$ cat config.mk
export PLATFORM = sky130hd
export DESIGN_NAME = sleep_wake_controller
export DESIGN_NICKNAME = d
export VERILOG_FILES = /design/src/sleep_wake_pkg.sv /design/src/sleep_wake_controller.sv
export SDC_FILE = /design/constraint.sdc
export NUM_CORES = 1
export LEC_CHECK = 0
export BUFFER_PORTS_ARGS = -buffer_cell sky130_fd_sc_hd__buf_2
export CAP_MARGIN = 10
export CORE_AREA = 2 2 96 167
export CTS_CLUSTER_DIAMETER = 30
export DETAILED_ROUTE_END_ITERATION = 16
export DIE_AREA = 0 0 98 169
export HOLD_SLACK_MARGIN = 0.1
export PLACE_DENSITY = 0.79
export SLEW_MARGIN = 5
export SYNTH_ARGS = -nofsm -noshare
export SYNTH_HDL_FRONTEND = slang
export SYNTH_SLANG_ARGS = --single-unit
export TNS_END_PERCENT = 1
$ cat constraint.sdc
create_clock -name clk_sys -period 2.2 [get_ports clk_sys]
set_input_delay 0.22 -clock clk_sys [delete_from_list [all_inputs] [get_ports clk_sys]]
set_output_delay 0.22 -clock clk_sys [all_outputs]
set_load 0.1 [all_outputs]
$ cat src/sleep_wake_pkg.sv
/*
 Package for the sleep/wake controller: register map, field positions,
 reset values, state codes and carrier structs.
 Assumes a 32-bit AXI4-Lite register bus and a single 10 MHz clock.
*/
package sleep_wake_pkg;
   // Register byte offsets
   localparam logic [7:0] OFF_OPTION = 8'h00; // Option control
   localparam logic [7:0] OFF_STATUS = 8'h04; // Power-down/time-out flags, state
   localparam logic [7:0] OFF_IRQEN = 8'h08; // Individual enables plus global
   localparam logic [7:0] OFF_IRQFLAG = 8'h0C; // Sticky interrupt flags
   localparam logic [7:0] OFF_PROG = 8'h10; // Programming status
   // Option control reset value
   localparam logic [7:0] OPTION_RESET = 8'hFF;
   // Field positions
   localparam int STAT_PD_BIT = 0; // Power-down flag
   localparam int STAT_TO_BIT = 1; // Time-out flag
   localparam int GIE_BIT = 7; // Global enable within enables word
   localparam int PROG_MODE_BIT = 0; // Program/verify mode
   localparam int PROG_CP_BIT = 1; // Code protect state
   // Wake source indices
   localparam int NSRC = 6; // Timer1 async, capture, adc-rc, comparator, change, int pin
   localparam int SRC_INT = 5; // External interrupt pin
   // Response codes
   localparam logic [1:0] RESP_OKAY = 2'b00;
   localparam logic [1:0] RESP_SLVERR = 2'b10;
   // Oscillator restart time and derived cycle count
   localparam int OSC_START_NS = 1000;
   localparam int CLK_NS = 100;
   localparam int OSC_START_CYC = (OSC_START_NS + CLK_NS - 1) / CLK_NS;
   localparam logic [7:0] OSC_START_CNT = 8'(OSC_START_CYC);
   // Interrupt vector address
   localparam logic [12:0] IRQ_VECTOR = 13'h0004;
   // ID locations
   localparam logic [13:0] ID_BASE = 14'h2000;
   localparam logic [13:0] ID_LAST = 14'h2003;
   // Controller states
   typedef enum logic [3:0] {
      ST_RUN = 4'b0001,
      ST_SLEEP = 4'b0010,
      ST_OSCUP = 4'b0100,
      ST_RESUME = 4'b1000
   } pstate_t;
   // Core-side request carrier
   typedef struct packed {
      logic sleepInstr; // Sleep instruction executing
      logic wdtClearInstr; // Watchdog clear instruction
      logic [12:0] pc; // Address of the sleep instruction
   } core_req_t;
   // Core-side answer carrier
   typedef struct packed {
      logic resumeStrobe; // Resume execution pulse
      logic vectorTake; // Branch to interrupt vector after next instruction
      logic [12:0] prefetchAddr; // Address prefetched during sleep
      logic [12:0] vectorAddr; // Interrupt vector
   } core_ans_t;
endpackage : sleep_wake_pkg

$ cat src/sleep_wake_controller.sv
/*
 Sleep entry and wake control with watchdog clear, power-down and
 time-out flags, interrupt wake gating and program/verify entry.
 Assumes synchronous pin inputs, a watchdog counter outside that obeys
 the clear pulse, and a core that stalls until resume.
*/
// Decided for this implementation: register access over AXI4-Lite and the address map.
`timescale 1ns/10ps
module sleep_wake_controller
   import sleep_wake_pkg::*;
(
   input wire logic clk_sys, // System clock
   input wire logic reset_n, // Asynchronous reset, active low
   input wire core_req_t coreReq, // Core instruction requests
   output core_ans_t coreAns, // Answers to the core
   input wire logic [NSRC-1:0] wakeEvent, // Async-capable peripheral events
   input wire logic [NSRC-1:0] clockedEvent, // Events needing a running clock
   input wire logic wdtTimeout, // Watchdog expiry
   input wire logic watchdog_enable_fuse, // Watchdog enable fuse
   input wire logic master_clear_pin, // Master clear level, active low
   input wire logic high_voltage_entry_level, // Master clear at high voltage
   input wire logic serial_prog_data, // Programming data in
   input wire logic serial_prog_clock, // Programming clock in
   input wire logic code_protect_bit, // Code protect fuse, 1 = unprotected
   input wire logic protectOffReq, // Programmer turns protection off
   input wire logic [13:0] progAddr, // Programmer address
   input wire logic [13:0] progWdata, // Programmer write data
   input wire logic progWrite, // Programmer write strobe
   input wire logic [13:0] flashRdata, // Program memory read data
   output logic [13:0] progRdata, // Programmer read data
   output logic progDataOut, // Serial data drive value
   output logic progDataOe, // Serial data drive enable
   output logic bulkErase, // Erase whole flash
   output logic wdtClear, // Clear watchdog and scalers
   output logic oscRun, // Oscillator driver on
   output logic pinHold, // Hold I/O drive states
   output logic deviceReset, // Full device reset request
   output logic masterClearOut, // Master clear drive value
   output logic masterClearOe, // Master clear drive enable
   // AXI4-Lite slave
   input wire logic [7:0] s_axi_awaddr,
   input wire logic s_axi_awvalid,
   output logic s_axi_awready,
   input wire logic [31:0] s_axi_wdata,
   input wire logic [3:0] s_axi_wstrb,
   input wire logic s_axi_wvalid,
   output logic s_axi_wready,
   output logic [1:0] s_axi_bresp,
   output logic s_axi_bvalid,
   input wire logic s_axi_bready,
   input wire logic [7:0] s_axi_araddr,
   input wire logic s_axi_arvalid,
   output logic s_axi_arready,
   output logic [31:0] s_axi_rdata,
   output logic [1:0] s_axi_rresp,
   output logic s_axi_rvalid,
   input wire logic s_axi_rready
);

   ////////////////////////////////////////////////////////////////////////////
   // Declarations
   pstate_t state_reg; // Controller state
   logic [7:0] option_control_reg; // Option control
   logic power_down_flag_reg; // Power-down flag
   logic timeout_flag_reg; // Time-out flag
   logic [NSRC-1:0] irqEn_reg; // Individual enables
   logic global_irq_enable_reg; // Global enable
   logic [NSRC-1:0] irqFlag_reg; // Sticky flags
   logic [7:0] oscCnt_reg; // Oscillator restart count
   logic [12:0] prefetch_reg; // Prefetched address
   logic progMode_reg; // Program/verify mode
   logic hvPrev_reg; // Last high-voltage level
   logic [13:0] idMem_reg [4]; // ID locations
   logic awHave_reg; // Address taken
   logic wHave_reg; // Data taken
   logic [7:0] awAddr_reg; // Latched write address
   logic [31:0] wData_reg; // Latched write data
   logic [3:0] wStrb_reg; // Latched strobes
   logic [NSRC-1:0] flagClr; // Flag clear from bus
   logic pending; // Enabled flag set
   logic wakeIrq; // Interrupt wake now
   logic wdtWake; // Watchdog wake now
   logic mclrAsserted; // Master clear low
   logic sleepOk; // Sleep not a no-op
   logic wrFire; // Write completes
   logic isId; // Programmer address in ID range

   // Byte-lane merge of a write
   function automatic logic [31:0] merge(input logic [31:0] old, input logic [31:0] nw,
                                         input logic [3:0] strb);
      logic [31:0] res;
      res = old;
      for (int i = 0; i < 4; i++) begin
         if (strb[i]) begin
            res[i*8 +: 8] = nw[i*8 +: 8];
         end
      end
      return res;
   endfunction : merge

   ////////////////////////////////////////////////////////////////////////////
   // Wake decoding
   always_comb begin
      // Clocked sources only count while running
      pending = |(irqFlag_reg & irqEn_reg);
      mclrAsserted = !master_clear_pin;
      wdtWake = watchdog_enable_fuse && wdtTimeout && (state_reg == ST_SLEEP);
      wakeIrq = (state_reg == ST_SLEEP) && pending;
      sleepOk = coreReq.sleepInstr && (state_reg == ST_RUN) && !pending;
      isId = (progAddr >= ID_BASE) && (progAddr <= ID_LAST);
   end

   ////////////////////////////////////////////////////////////////////////////
   // Power state machine
   always_ff @(posedge clk_sys or negedge reset_n) begin
      if (!reset_n) begin
         state_reg <= ST_RUN;
         oscCnt_reg <= '0;
      end else begin
         unique case (state_reg)
            ST_RUN: begin
               // Enter power-down on sleep instruction
               if (sleepOk && !mclrAsserted) begin
                  state_reg <= ST_SLEEP;
               end
            end
            ST_SLEEP: begin
               // Master clear, watchdog time-out or an enabled pending flag ends sleep
               if (mclrAsserted) begin
                  state_reg <= ST_RUN;
               end else if (wdtWake || wakeIrq) begin
                  state_reg <= ST_OSCUP;
                  oscCnt_reg <= OSC_START_CNT;
               end
            end
            ST_OSCUP: begin
               // Oscillator settles before execution
               if (oscCnt_reg == 8'h01) begin
                  state_reg <= ST_RESUME;
               end
               oscCnt_reg <= oscCnt_reg - 8'h01;
            end
            ST_RESUME: begin
               state_reg <= ST_RUN;
            end
         endcase
      end
   end

   ////////////////////////////////////////////////////////////////////////////
   // Sleep side effects and core answer
   always_comb begin
      oscRun = (state_reg != ST_SLEEP);
      pinHold = (state_reg == ST_SLEEP) || (state_reg == ST_OSCUP);
      // Clear on entry, on wake exit through resume and on the clear instruction
      wdtClear = sleepOk || (state_reg == ST_RESUME) || coreReq.wdtClearInstr;
      deviceReset = (state_reg == ST_SLEEP) && mclrAsserted;
      masterClearOut = 1'b0; // Never pulled low, even on watchdog reset
      masterClearOe = 1'b0;
   end

   // Resume answer registered
   always_ff @(posedge clk_sys or negedge reset_n) begin
      if (!reset_n) begin
         coreAns <= '0;
         prefetch_reg <= '0;
      end else begin
         if (sleepOk) begin
            prefetch_reg <= coreReq.pc + 13'h0001;
         end
         coreAns.resumeStrobe <= (state_reg == ST_RESUME);
         coreAns.vectorTake <= (state_reg == ST_RESUME) && global_irq_enable_reg && pending;
         coreAns.prefetchAddr <= prefetch_reg;
         coreAns.vectorAddr <= IRQ_VECTOR;
      end
   end

   ////////////////////////////////////////////////////////////////////////////
   // Status flags
   always_ff @(posedge clk_sys or negedge reset_n) begin
      if (!reset_n) begin
         power_down_flag_reg <= 1'b1;
         timeout_flag_reg <= 1'b1;
      end else begin
         if (wdtWake) begin
            timeout_flag_reg <= 1'b0;
         end else if (sleepOk) begin
            power_down_flag_reg <= 1'b0;
            timeout_flag_reg <= 1'b1;
         end else if (coreReq.wdtClearInstr) begin
            power_down_flag_reg <= 1'b1;
            timeout_flag_reg <= 1'b1;
         end
      end
   end

   ////////////////////////////////////////////////////////////////////////////
   // Interrupt flags: set wins over clear
   always_ff @(posedge clk_sys or negedge reset_n) begin
      if (!reset_n) begin
         irqFlag_reg <= '0;
      end else if (state_reg == ST_SLEEP) begin
         irqFlag_reg <= irqFlag_reg | wakeEvent;
      end else begin
         irqFlag_reg <= (irqFlag_reg & ~flagClr) | wakeEvent | clockedEvent;
      end
   end

   ////////////////////////////////////////////////////////////////////////////
   // Program/verify mode and ID locations
   always_ff @(posedge clk_sys or negedge reset_n) begin
      if (!reset_n) begin
         progMode_reg <= 1'b0;
         hvPrev_reg <= 1'b0;
      end else begin
         hvPrev_reg <= high_voltage_entry_level;
         // Entry on rising high voltage with both serial pins low
         if (high_voltage_entry_level && !hvPrev_reg && !serial_prog_data && !serial_prog_clock) begin
            progMode_reg <= 1'b1;
         end else if (!high_voltage_entry_level) begin
            progMode_reg <= 1'b0;
         end
      end
   end

   // ID words written only in program mode
   always_ff @(posedge clk_sys or negedge reset_n) begin
      if (!reset_n) begin
         for (int i = 0; i < 4; i++) begin
            idMem_reg[i] <= '0;
         end
      end else if (progMode_reg && progWrite && isId) begin
         idMem_reg[progAddr[1:0]] <= progWdata;
      end
   end

   // Programmer read data and erase
   always_ff @(posedge clk_sys or negedge reset_n) begin
      if (!reset_n) begin
         progRdata <= '0;
         bulkErase <= 1'b0;
      end else begin
         bulkErase <= progMode_reg && protectOffReq;
         if (!progMode_reg) begin
            progRdata <= '0;
         end else if (isId) begin
            progRdata <= idMem_reg[progAddr[1:0]];
         end else if (code_protect_bit) begin
            progRdata <= flashRdata;
         end else begin
            progRdata <= '0;
         end
      end
   end

   // Bit 0 of read data driven on the data pin while the serial clock is low
   always_comb begin
      progDataOe = progMode_reg && !serial_prog_clock;
      progDataOut = progRdata[0];
   end

   ////////////////////////////////////////////////////////////////////////////
   // AXI4-Lite write channel
   assign s_axi_awready = !awHave_reg && !s_axi_bvalid;
   assign s_axi_wready = !wHave_reg && !s_axi_bvalid;
   assign wrFire = awHave_reg && wHave_reg;

   always_ff @(posedge clk_sys or negedge reset_n) begin
      if (!reset_n) begin
         awHave_reg <= 1'b0;
         wHave_reg <= 1'b0;
         awAddr_reg <= '0;
         wData_reg <= '0;
         wStrb_reg <= '0;
         s_axi_bvalid <= 1'b0;
         s_axi_bresp <= RESP_OKAY;
      end else begin
         if (s_axi_awvalid && s_axi_awready) begin
            awHave_reg <= 1'b1;
            awAddr_reg <= s_axi_awaddr;
         end
         if (s_axi_wvalid && s_axi_wready) begin
            wHave_reg <= 1'b1;
            wData_reg <= s_axi_wdata;
            wStrb_reg <= s_axi_wstrb;
         end
         if (wrFire) begin
            awHave_reg <= 1'b0;
            wHave_reg <= 1'b0;
            s_axi_bvalid <= 1'b1;
            s_axi_bresp <= (awAddr_reg inside {OFF_OPTION, OFF_STATUS, OFF_IRQEN, OFF_IRQFLAG, OFF_PROG})
                           ? RESP_OKAY : RESP_SLVERR;
         end else if (s_axi_bready) begin
            s_axi_bvalid <= 1'b0;
         end
      end
   end

   // Writable registers
   always_ff @(posedge clk_sys or negedge reset_n) begin
      if (!reset_n) begin
         option_control_reg <= OPTION_RESET;
         irqEn_reg <= '0;
         global_irq_enable_reg <= 1'b0;
      end else if (wrFire) begin
         if (awAddr_reg == OFF_OPTION) begin
            option_control_reg <= 8'(merge(32'(option_control_reg), wData_reg, wStrb_reg));
         end
         if (awAddr_reg == OFF_IRQEN) begin
            irqEn_reg <= wStrb_reg[0] ? wData_reg[NSRC-1:0] : irqEn_reg;
            global_irq_enable_reg <= wStrb_reg[0] ? wData_reg[GIE_BIT] : global_irq_enable_reg;
         end
      end
   end

   // Write-one-to-clear of flags
   assign flagClr = (wrFire && awAddr_reg == OFF_IRQFLAG && wStrb_reg[0]) ? wData_reg[NSRC-1:0] : '0;

   ////////////////////////////////////////////////////////////////////////////
   // AXI4-Lite read channel
   assign s_axi_arready = !s_axi_rvalid;

   always_ff @(posedge clk_sys or negedge reset_n) begin
      if (!reset_n) begin
         s_axi_rvalid <= 1'b0;
         s_axi_rdata <= '0;
         s_axi_rresp <= RESP_OKAY;
      end else if (s_axi_arvalid && s_axi_arready) begin
         s_axi_rvalid <= 1'b1;
         s_axi_rresp <= RESP_OKAY;
         unique case (s_axi_araddr)
            OFF_OPTION: s_axi_rdata <= {24'h00_0000, option_control_reg};
            OFF_STATUS: s_axi_rdata <= {24'h00_0000, state_reg, 2'b00, timeout_flag_reg, power_down_flag_reg};
            OFF_IRQEN: s_axi_rdata <= {24'h00_0000, global_irq_enable_reg, 1'b0, irqEn_reg};
            OFF_IRQFLAG: s_axi_rdata <= {26'h000_0000, irqFlag_reg};
            OFF_PROG: s_axi_rdata <= {30'h0000_0000, code_protect_bit, progMode_reg};
            default: begin
               s_axi_rdata <= '0;
               s_axi_rresp <= RESP_SLVERR;
            end
         endcase
      end else if (s_axi_rready) begin
         s_axi_rvalid <= 1'b0;
      end
   end

endmodule : sleep_wake_controller

==> impl_summary.md, run 1 <==
Clocking
The clock latency reported for the late side of the worst-skew pair is around 420 ps. The maximum clock insertion buffer count is 2. The TritonCTS clock tree is built.

After clock tree synthesis, the clock-pin slew on the worst setup and hold paths is around 70 ps. CTS built an H-tree with a depth of 4. The tree is rooted in a sky130_fd_sc_hd__clkbuf_16. The clock net in this run drives a total of 168 sinks. Buffers inserted during clock tree synthesis total 17.

Synthesis
The share of synthesized flip-flops with an asynchronous set or reset is 100%. In this run, synthesis produced a sequential element count of 168. Yosys printed 0 warnings.

Summing the areas of all and, or, nand and nor instances in the mapped netlist gives 11.7% of the synthesized area. The per-instance average area after synthesis is between 10 and 15 sq um. Summing the areas of all fa, ha and maj instances in the mapped netlist gives less than 1% of the synthesized area. The post-synthesis instance total is 589. Yosys mapped the design onto between 50 and 60 distinct sky130hd cell types. In this run, synthesis inferred 0 flip-flops with an integrated enable.

The combined area of all synthesized cells is a little under 8000 sq um. By area the synthesized netlist is led by sky130_fd_sc_hd__dfrtp_1, sky130_fd_sc_hd__mux2_2, sky130_fd_sc_hd__mux4_2. The xor and xnor area share after synthesis is under 10%. The area fraction in compound gates after synthesis is around 5.5%. In this run the biggest area consumer among cell types represents between 50 and 60% of the synthesized area. The portion of synthesized area spent on multiplexers is 20.8%. The combinational family with the most area after synthesis is multiplexers.

The dominant synthesized flop cell is sky130_fd_sc_hd__dfrtp_1. Of all cell types, the one taking the most synthesized area is sky130_fd_sc_hd__dfrtp_1. The post-synthesis sequential area ratio is 54.2%.

Worst setup path
Data on the critical path arrives at its endpoint at between 1500 and 2000 ps. The destination of the critical timing path is wdtClear. STA classifies the critical path endpoint as an output port. The depth of the worst register-to-register path is 5. The register-to-register setup slack is about 230 ps. The critical path startpoint is state_reg[0]$_DFFE_PN1P_. The beginning of the worst register-to-register path is state_reg[3]$_DFFE_PN0P_. The critical path is of the reg2out type. The type of origin of the critical path is a flop. The endpoint of the most critical register-to-register path is oscCnt_reg[6]$_DFFE_PN0P_.

At the worst endpoint, the required time is 1980 ps. The maximum fanout along the worst path is 6.

Layout
The post-layout net count is between 900 and 1000. The register with the most flip-flops in the layout has 56 of them. The number of filler instances in the final layout is about 1100. The final non-filler cell area is slightly above 10000 sq um. 0 antenna diodes ended up in the layout. In the layout the commonest cells are sky130_fd_sc_hd__dfrtp_1, sky130_fd_sc_hd__buf_2, sky130_fd_sc_hd__mux2_2. Relative to the synthesized area, the layout overhead comes to 29.8%. The post-layout utilization of the core is between 60 and 70%. In the final layout, the share of cells above drive strength 1 is between 40% and 50%.

Drt
The detailed router's first-iteration violation count is 105. After detailed routing, the average wire length per cell comes to 18.8 um. The count of nets left with antenna violations once routing finished came out at 0. The final layout contains routed wiring with a total length of a little under 20000 um. Dividing the detail-routed via count by the number of cells gives approximately 5.5.

The number of vias in the routed layout is between 5000 and 6000. The detailed-routing iteration count for the pre-antenna-repair pass is 4. The number of remaining DRC errors is 0.

STA
The number of hold-slack violations in the final timing report is 0. The slew at the pin closest to its max-slew limit is ~660 ps. The final max-slew violation count was 0. Headroom to the max-slew limit came out at between 50 and 60%. The time the worst path needs with I/O delays and setup is 2130 ps.

Setup repair after global routing left no endpoint under its margin. The count of endpoints failing setup in the final report is 0. Of the available clock period, the critical path in the final layout requires 96.7%. The setup clock skew after layout is 14.1 ps. For this run, the top clock speed supported by timing is about 470 MHz.

Floorplanning
The placement row count is 60. The die covers 16600 sq um. The die height is 169 um. The placeable core area is 15200 sq um. The initial cell density of the core is 51.1%. between 200 and 250 I/O pins were placed. The floorplan die width is approximately 98 um.

Place
The count of input and output buffers is 161. The routability congestion estimate is about 0.82. In this run the cell area measured after placement is about 8800 sq um.

The sum of net half-perimeters after detailed placement is roughly 13000 um.

Pwr
The leakage power is around 0.0048 uW. The maximum vdd ir drop is ~1.5 mV. The power density of the placed cells is roughly 1100 nW/um^2.

Global routing
The total global-route track usage is 23.3%. For this run the aggregate overflow at the end of global routing stands at 0. The number of global-route vias before repair was around 6200. The global-route wire length before repair is approximately 31000 um.

The number of antenna violations at the first check in global routing was 0. The largest net degree at the start of global routing is between 50 and 60.

Run status
The flow ran to the end, and the final reports show no timing, DRC or antenna violations.

Run
The tool flagged a number of max-cap violations equal to 0.

Hold path
The path category of the worst min-delay check is in2reg.
power breakdown:
group          switching, uW  total [uW]  internal (uW)
clock                   1260        2900           1640
combinational           2680        3700           1020
sequential               441        4120           3680
stage by stage:
step	setup WS [ps]	instances	total power (uW)	hold slack (ps)	setup TNS [ps]
2_1_floorplan	-342	628	6850	-75.6	-7860
3_5_place_dp	161	928	7670	223	0
3_3_place_gp	243	928	7550	206	0
4_1_cts	-9.34	1024	10700	100	-9.34
6_report	72.3	1029	10700	132	0
5_1_grt	1.03	1029	11100	121	0
cell type report:
cell class,count,area [sq um],area share (%)
inverters,9,38.8,0.384
clock inverters,12,119,1.18
repair buffers,250,1740,17.2
flip-flops and latches,168,4220,41.7
multi-input cells,384,3300,32.7
clock buffers,20,457,4.52
well taps,186,233,2.30
metal layers:
layer  GRT usage (%)  vias up  share of wire (%)
li1                -     2552                  -
met1            24.6     2826                 35
met2            45.7      192                 58
met3            4.79       40                4.7
met4            6.94        0                2.1
met5               0        -                  0
synthesized netlist by cell type, types with 3 or more instances:
master / count
sky130_fd_sc_hd__dfrtp_1: 157
sky130_fd_sc_hd__mux2_2: 86
sky130_fd_sc_hd__buf_4: 42
sky130_fd_sc_hd__nand2_1: 33
sky130_fd_sc_hd__nand3_1: 28
sky130_fd_sc_hd__nand4_1: 19
sky130_fd_sc_hd__mux4_2: 18
sky130_fd_sc_hd__a21boi_0: 14
sky130_fd_sc_hd__nor2_1: 14
sky130_fd_sc_hd__o21ai_0: 14
sky130_fd_sc_hd__clkbuf_1: 13
sky130_fd_sc_hd__dfstp_2: 11
sky130_fd_sc_hd__mux2_4: 10
sky130_fd_sc_hd__xnor2_1: 10
sky130_fd_sc_hd__inv_1: 8
sky130_fd_sc_hd__buf_2: 7
sky130_fd_sc_hd__a221o_1: 6
sky130_fd_sc_hd__or3_1: 6
sky130_fd_sc_hd__a21oi_1: 5
sky130_fd_sc_hd__and2_1: 5
sky130_fd_sc_hd__and4_1: 5
sky130_fd_sc_hd__mux2i_1: 5
sky130_fd_sc_hd__nor3_1: 5
sky130_fd_sc_hd__and3_1: 4
sky130_fd_sc_hd__and4b_1: 4
sky130_fd_sc_hd__mux2_1: 4
sky130_fd_sc_hd__o31ai_1: 4
sky130_fd_sc_hd__a21o_1: 3
sky130_fd_sc_hd__a22oi_1: 3
sky130_fd_sc_hd__a31oi_1: 3
sky130_fd_sc_hd__buf_1: 3
sky130_fd_sc_hd__ha_1: 3
sky130_fd_sc_hd__nor2b_1: 3
sky130_fd_sc_hd__nor4_1: 3
sky130_fd_sc_hd__nor4b_1: 3
worst min-delay path by stage:
stage / from / slack (ps) / cells after the start / to
after floorplan: reset_n / -80 / 0 / awAddr_reg[0]$_DFFE_PN0P_
after global placement: reset_n / 210 / 1 / progRdata[7]$_DFF_PN0_
after detailed placement: reset_n / 220 / 1 / idMem_reg[10]$_DFFE_PN0P_
after CTS: flashRdata[9] / 100 / 3 / progRdata[9]$_DFF_PN0_
after global routing: serial_prog_data / 120 / 3 / progMode_reg$_DFFE_PN0P_
final: serial_prog_data / 130 / 3 / progMode_reg$_DFFE_PN0P_
critical path: stages (launching register included):
cell	delay (ps)
sky130_fd_sc_hd__dfstp_2	610
sky130_fd_sc_hd__nor4b_4	290
sky130_fd_sc_hd__and3_4	280
sky130_fd_sc_hd__or3_4	140
sky130_fd_sc_hd__buf_12	160
cells by family after synthesis:
family,after synthesis
compound gates,61
xor+xnor,11
fa+ha+maj,3
buf+inv,76
flops,168
mux,123
other cells,2
simple gates,145
timing repair:
item,in CTS,in global routing
hold buffers,64,1
gates resized for setup,4,3
endpoints found under the setup margin,1,3
pin swaps,0,2
endpoints found under the hold margin,152,1
setup buffers,0,4
(Power assumes the default switching activity.)
==> run 2, diff against run 1 <==
CORE_AREA = 2 2 120 134   (was 2 2 96 167)
DIE_AREA = 0 0 122 136   (was 0 0 98 169)
GPL_TIMING_DRIVEN = 0   (was not set)
==> impl_summary.md, run 2 (synthesized netlist as in run 1, its figures left out) <==
Floorplanning
The floorplan die width is 122 um. The die footprint is about 17000 sq um. The placeable core area is approximately 15000 sq um.

Measured along the y axis, the die boundary spans between 100 and 150 um. The initial cell density of the core is around half. The count of pins on the block boundary is between 200 and 250.

The placement row count is between 40 and 50.

Layout
The number of filler instances in the final layout is 1100. The final layout contains between 1000 and 1500 nets. The most common library cell in the layout ignoring fill and taps is sky130_fd_sc_hd__buf_2. The number of flip-flops under the largest register name is between 50 and 60. The layout-stage area growth over the synthesis result is 33.0%.

The final non-filler cell area is ~10000 sq um. The number of antenna diodes in the final layout is 0. In the layout the commonest cells are sky130_fd_sc_hd__buf_2, sky130_fd_sc_hd__dfrtp_1, sky130_fd_sc_hd__mux2_2. Cells with a size suffix above 1 make up 44.2% of the layout.

Clocking
TritonCTS built the clock tree. In this run, CTS created clock tree buffers numbering 17. The H-tree was split into 4 levels. The total clock sinks is about 170. Clock-pin slew was measured on the worst setup and hold paths at 60 ps. The clock latency reported for the late side of the worst-skew pair is 430 ps. The clock passes through at most 2 buffers. The clock root buffer is sky130_fd_sc_hd__clkbuf_16.

Global routing
The number of global-route vias before repair is 5770. After global routing the overflow that remains totals 0. The first global-routing pass estimated between 20000 and 30000 um of wire. Entering global routing, the biggest net connects between 80 and 90 pins. The total global-route track usage is 22.4%. The number of antenna violations at the first check in global routing was 0.

Run status
The run finished with clean final reports.

Pwr
The power density of the placed cells is 1030 nW/um^2. The leakage power is between 0.004 and 0.005 uW. The maximum vdd ir drop is approximately 1.2 mV.

Worst setup path
STA classifies the critical path startpoint as a flop. Traced cell by cell, the critical path runs through a22oi_1 > and3_4 > and3_4 > buf_8 > or3_4 > buf_12. Along the worst path, the maximum fanout reaches 5. Together, buffers and inverters on the worst path number 2.

The cell type with the highest occurrence count on the critical path is sky130_fd_sc_hd__and3_4. For the worst setup path, the data arrival time is about 1900 ps. In this design, the stage delay of the slowest critical-path cell is between 300 and 400 ps. The critical path class is reg2out. The standard cell with the maximum stage delay on the critical path is sky130_fd_sc_hd__dfrtp_1. The family with the most delay on the worst path is simple AND/OR/NAND/NOR gates.

STA classifies the critical path endpoint as an output port. STA puts the critical path data required time at approximately 2000 ps.

Place
Routability-driven placement finished with a final weighted congestion of 0.756. The count of input and output buffers is around 160. Summing all placed instances gives a cell area of 9040 sq um. At the placement stage, the worst setup path has a slack of -257 ps. The sum of net half-perimeters after detailed placement is between 10000 and 15000 um.

STA
Derived from the worst setup path, the maximum achievable clock frequency is between 400 and 500 MHz. The number of hold-slack violations in the final timing report came to 0. The setup clock skew after layout is 9.45 ps. The final max-slew violation count is 0. The final cycle utilization of the critical path is a little over nine tenths.

The time the worst path needs with I/O delays and setup is ~2100 ps. The setup slack after layout is between 60 and 70 ps. The count of endpoints failing setup in the final report is 0. Setup repair after global routing could not meet its margin everywhere. The slew at the pin closest to its max-slew limit is between 600 and 700 ps. The worst slew margin relative to its limit is a little over half.

Drt
The number of nets with antenna violations after routing is 0. The detailed-routing iteration count for the pre-antenna-repair pass is 4. The routed layout has about 5600 vias. The number of remaining DRC errors is 0.

The total wire length after detailed routing is 17900 um. The via count normalized by instance count is 5.19. Dividing the detail-routed wire length by the instance count gives between 15 and 20 um. The detailed router's first-iteration violation count is about 250.

Run
Across the run, the number of max-cap violations was 0.

Hold path
The path category of the worst min-delay check is in2reg.
## run 2: path summary, 6_finish.rpt
kind | start | end | slack [ps] | depth (start not counted)
setup reg to reg | irqEn_reg[3]$_DFFE_PN0P_ | timeout_flag_reg$_DFFE_PN1P_ | 90 | 7
hold reg to reg | prefetch_reg[6]$_DFFE_PN0P_ | coreAns[19]$_DFF_PN0_ | 370 | 0
hold / removal | master_clear_pin | state_reg[1]$_DFFE_PN0P_ | 120 | 3
max in group asynchronous | reset_n | option_control_reg[2]$_DFFE_PN1P_ | 970 | 3
setup / recovery | irqFlag_reg[3]$_DFF_PN0_ | wdtClear | 60 | 6
min in group asynchronous | reset_n | idMem_reg[52]$_DFFE_PN0P_ | 360 | 2
## run 2: power breakdown
part           internal, uW  switching, uW  leakage [uW]
sequential             3680            422       0.00215
clock                  1630           1210      0.000264
combinational          1030           2660       0.00256
## run 2: tightest hold or removal path: stages
cell and delay, ps:
sky130_fd_sc_hd__buf_2 140, sky130_fd_sc_hd__nand4_1 70, sky130_fd_sc_hd__o21ai_0 80
## run 2: what timing repair did
action                                  CTS  global route
endpoints found under the setup margin   15             4
buffers inserted                          3             0
hold endpoints to repair                172             0
pin swaps                                 2             2
resized for setup                        23             4
hold buffers                             64             0
## run 2: cell type report
| cell class | instances | area, sq um | share of cell area (%) |
|---|---|---|---|
| Timing Repair Buffer | 227 | 1530 | 14.8 |
| Tap cell | 200 | 250 | 2.42 |
| Multi-Input combinational cell | 384 | 3310 | 32.0 |
| Clock buffer | 23 | 468 | 4.52 |
| Clock inverter | 9 | 92.6 | 0.894 |
| Buffer | 66 | 440 | 4.25 |
| Sequential cell | 168 | 4220 | 40.7 |
| Inverter | 9 | 38.8 | 0.374 |
## run 2: metal layers
layer | track usage (%) | vias to the layer above | share of wire [%]
met5 | 0 | - | 0
met4 | 8.11 | 0 | 1.9
met3 | 6.33 | 38 | 6.6
met2 | 39.9 | 193 | 53
met1 | 25.6 | 2772 | 39
li1 | - | 2636 | -
## run 2: per-stage QoR
step / total power [uW] / util, % / instances / hold WS, ps / setup TNS, ps
3_5_place_dp: 7580 / 59.0 / 988 / 256 / -621
3_3_place_gp: 7500 / 58.8 / 987 / 351 / -264680
5_1_grt: 11100 / 67.6 / 1086 / 124 / -2.39
4_1_cts: 10600 / 67.6 / 1086 / 104 / 0
2_1_floorplan: 6850 / - / 628 / -75.6 / -7860
6_report: 10600 / 67.6 / 1086 / 124 / 0
==> run 3, diff against run 2 <==
ABC_AREA = 1   (was not set)
CORE_AREA = 2 2 121 135   (was 2 2 120 134)
DIE_AREA = 0 0 123 137   (was 0 0 122 136)
==> impl_summary.md, run 3 <==
Synthesis
The commonest cells after synthesis are sky130_fd_sc_hd__nand2_1, sky130_fd_sc_hd__dfrtp_1, sky130_fd_sc_hd__nand3_1. The synthesized flop and latch total is approximately 170. Synthesis produced a netlist whose cell count is 935. By instance count, the leading cell after synthesis is sky130_fd_sc_hd__nand2_1.

The synthesized netlist contains 35 unique library cells. The dominant synthesized flop cell is sky130_fd_sc_hd__dfrtp_1. During synthesis, Yosys emitted a total of 0 warnings. Counting flops with an async set or reset pin after synthesis yields a share of 100%. The per-instance average area after synthesis is ~8.4 sq um. After synthesis, the largest area contributor takes up approximately 50% of total cell area. In the post-synthesis netlist, the biggest area contributors are sky130_fd_sc_hd__dfrtp_1, sky130_fd_sc_hd__nand2_1, sky130_fd_sc_hd__nand3_1. Counting flops with a built-in enable in the synthesized netlist gives 0. After synthesis, flip-flops and latches occupy between 50% and 60% of the total area. The synthesized netlist occupies a cell area of 7880 sq um. Of all cell types, the one taking the most synthesized area is sky130_fd_sc_hd__dfrtp_1.

Floorplanning
The placement row count is between 40 and 50. The placeable core area is roughly 15000 sq um. The count of pins on the block boundary is around 230. The floorplan step defined a die boundary enclosing about 17000 sq um. The initial cell density of the core is ~51%. From bottom edge to top edge, the die measures 137 um. In this run the horizontal extent of the chip is around 120 um.

Hold path
The path category of the worst min-delay check is in2reg. Along the worst hold path, the cell count comes to 3.

Worst setup path
The depth of the worst register-to-register path is 6. The worst setup path is captured at an output port. Walking the worst path, the cells encountered are inv_1 > nand2_1 > nor3_4 > inv_1 > nand2_1 > buf_6. By startpoint and endpoint, the worst setup path is classified as reg2out.

The largest individual stage delay along the critical path comes from the cell sky130_fd_sc_hd__dfstp_2. The delay contributed by the slowest stage of the critical path is ~530 ps. The maximum fanout along the worst path is 13.

STA classifies the critical path startpoint as a flop. At the worst endpoint, the required time is between 1500 and 2000 ps. The data arrival time of the critical path is 1880 ps.

Run status
The run finished with clean final reports.

Pwr
The clock network burns approximately 27% of the power. Of the total power, the share spent switching nets is approximately two fifths. In this run the power density over the cells is 1030 nW/um^2. For this design the total switching power over the nets is 4470 uW. The internal power summed over all cells is between 6000 and 7000 uW. The maximum vdd ir drop is 1.15 mV.

The sequential power share is between 30% and 40%. The combinational share of power is 35.6%. The leakage power is ~0.0056 uW.

Global routing
The aggregate global routing overflow is 0. The global-route wire length before repair is approximately 32000 um. Global routing used between 20% and 30% of the available tracks across all layers.

The number of global-route vias before repair is about 7000. The number of antenna violations at the first check in global routing is 0. Entering global routing, the biggest net connects 95 pins.

STA
The final cycle utilization of the critical path is a little over nine tenths. The count of endpoints failing setup in the final report is 0. The slew at the pin closest to its max-slew limit is roughly 560 ps. Setup repair after global routing left no endpoint under its margin. The time the worst path needs with I/O delays and setup is roughly 2100 ps. The final sum of negative setup slack is 0 ps. The worst slew margin relative to its limit is a little over three fifths. Clock skew on the completed layout was measured at approximately 13 ps. The number of hold-slack violations in the final timing report is 0. The final max-slew violation count came to 0. Static timing analysis puts the maximum clock frequency at around 480 MHz.

Place
The total placed cells including tap cells is between 1000 and 1500. The sum of net half-perimeters after detailed placement is 13600 um. The count of input and output buffers is about 160.

The routability congestion estimate is 0.871.

Layout
The final cell count without fillers is 1422. The fraction of final layout cells with drive strength greater than 1 is approximately a quarter. The number of filler instances in the final layout is ~1300. The most common library cell in the layout ignoring fill and taps is sky130_fd_sc_hd__nand2_1. The number of flip-flops under the largest register name is 56.

The library cells used most frequently in the layout, excluding fill and tap cells, are sky130_fd_sc_hd__nand2_1, sky130_fd_sc_hd__buf_2, sky130_fd_sc_hd__dfrtp_1. The antenna diode count is 0. The net count of the finished layout is ~1300. Compared with the post-synthesis result, the final layout area differs by 31.0%.

Drt
Dividing the detail-routed wire length by the instance count gives approximately 14 um. The detailed router's first-iteration violation count is 448. After detailed routing, the number of vias per cell comes to about 5. The number of nets with antenna violations after routing is 0.

The number of vias in the routed layout is approximately 7000. The detailed-routing iteration count for the pre-antenna-repair pass is 5. The total wire length after detailed routing is roughly 20000 um. The number of remaining DRC errors is 0.

Clocking
Clock tree synthesis found a total of ~170 sinks. The TritonCTS clock tree is built. The H-tree depth reported by CTS is 4. The tree is rooted in a sky130_fd_sc_hd__clkbuf_16. Clock tree synthesis inserted a total of 17 buffers. Clock-pin slew was measured on the worst setup and hold paths at about 60 ps. The clock latency reported for the late side of the worst-skew pair is ~430 ps.

The maximum clock insertion buffer count is 2.

Run
The max-cap violation count is 0.
## run 3: power groups by stage
| stage | clock (uW) | combinational (uW) | sequential, uW |
|---|---|---|---|
| after floorplan | 0 | 1880 | 4970 |
| after global placement | 0 | 3530 | 4000 |
| after detailed placement | 0 | 3590 | 4010 |
| after CTS | 2940 | 3740 | 3970 |
| after global routing | 3060 | 4060 | 4040 |
| final | 2900 | 3790 | 3980 |
## run 3: metal layers
metal  track usage, %  routed length, um  vias to the layer above
li1                 -                  -                     3522
met1             27.5               7750                     3268
met2             43.7              10200                      209
met3             6.29               1180                       36
met4             8.21                380                        0
met5                0                  0                        -
## run 3: what timing repair did
item                                    CTS  global route
cloned                                    0             0
pin swaps                                 1             1
setup buffers                             1             0
gates resized for setup                   8             8
hold buffers                             55             0
endpoints found under the setup margin    3             4
hold endpoints to repair                158             0
## run 3: worst paths after layout
path,slack (ps),to,start
worst max-delay path,100,pinHold,state_reg[0]$_DFFE_PN1P_
worst min-delay path,130,prefetch_reg[4]$_DFFE_PN0P_,coreReq[4]
worst max register to register,180,irqFlag_reg[0]$_DFF_PN0_,state_reg[3]$_DFFE_PN0P_
worst min register to register,370,coreAns[25]$_DFF_PN0_,prefetch_reg[12]$_DFFE_PN0P_
max in group asynchronous,1020,s_axi_rvalid$_DFFE_PN0P_,reset_n
min in group asynchronous,320,awAddr_reg[6]$_DFFE_PN0P_,reset_n
## run 3: area by class of cell
class,count,area [sq um],area share [%]
Sequential cell,168,4220,40.8
Multi-Input combinational cell,668,3150,30.5
Timing Repair Buffer,218,1430,13.8
Clock buffer,23,488,4.72
Buffer,71,453,4.38
Tap cell,200,250,2.42
Inverter,65,248,2.40
Clock inverter,9,88.8,0.860
## run 3: cells by family after synthesis
| group | Yosys count | synth area share (%) |
|---|---|---|
| simple gates | 494 | 26.8 |
| flops | 168 | 53.5 |
| other cells | 2 | 0.0953 |
| compound gates | 116 | 8.44 |
| buf+inv | 138 | 8.95 |
| fa+ha+maj | 3 | 0.476 |
| mux | 7 | 1.00 |
| xor+xnor | 7 | 0.778 |
## run 3: critical path: cells and delay by family (launching register included)
| kind | cells | cell delay, ps |
|---|---|---|
| buffers and inverters | 3 | 590 |
| DFF | 1 | 530 |
| and+or+nand+nor | 3 | 340 |
## run 3: stage by stage
| stage | utilization, % | total power [uW] | worst slack, ps | cell area (sq um) | hold WS (ps) |
|---|---|---|---|---|---|
| after floorplan | - | 6850 | -128 | 8050 | -75.6 |
| after global placement | 58.8 | 7520 | -1910 | 9110 | 343 |
| after detailed placement | 59.0 | 7610 | 98.6 | 9140 | 222 |
| after CTS | 66.5 | 10600 | 12.2 | 10300 | 103 |
| after global routing | 66.7 | 11200 | 4.07 | 10300 | 135 |
| final | 66.7 | 10700 | 101 | 10300 | 127 |
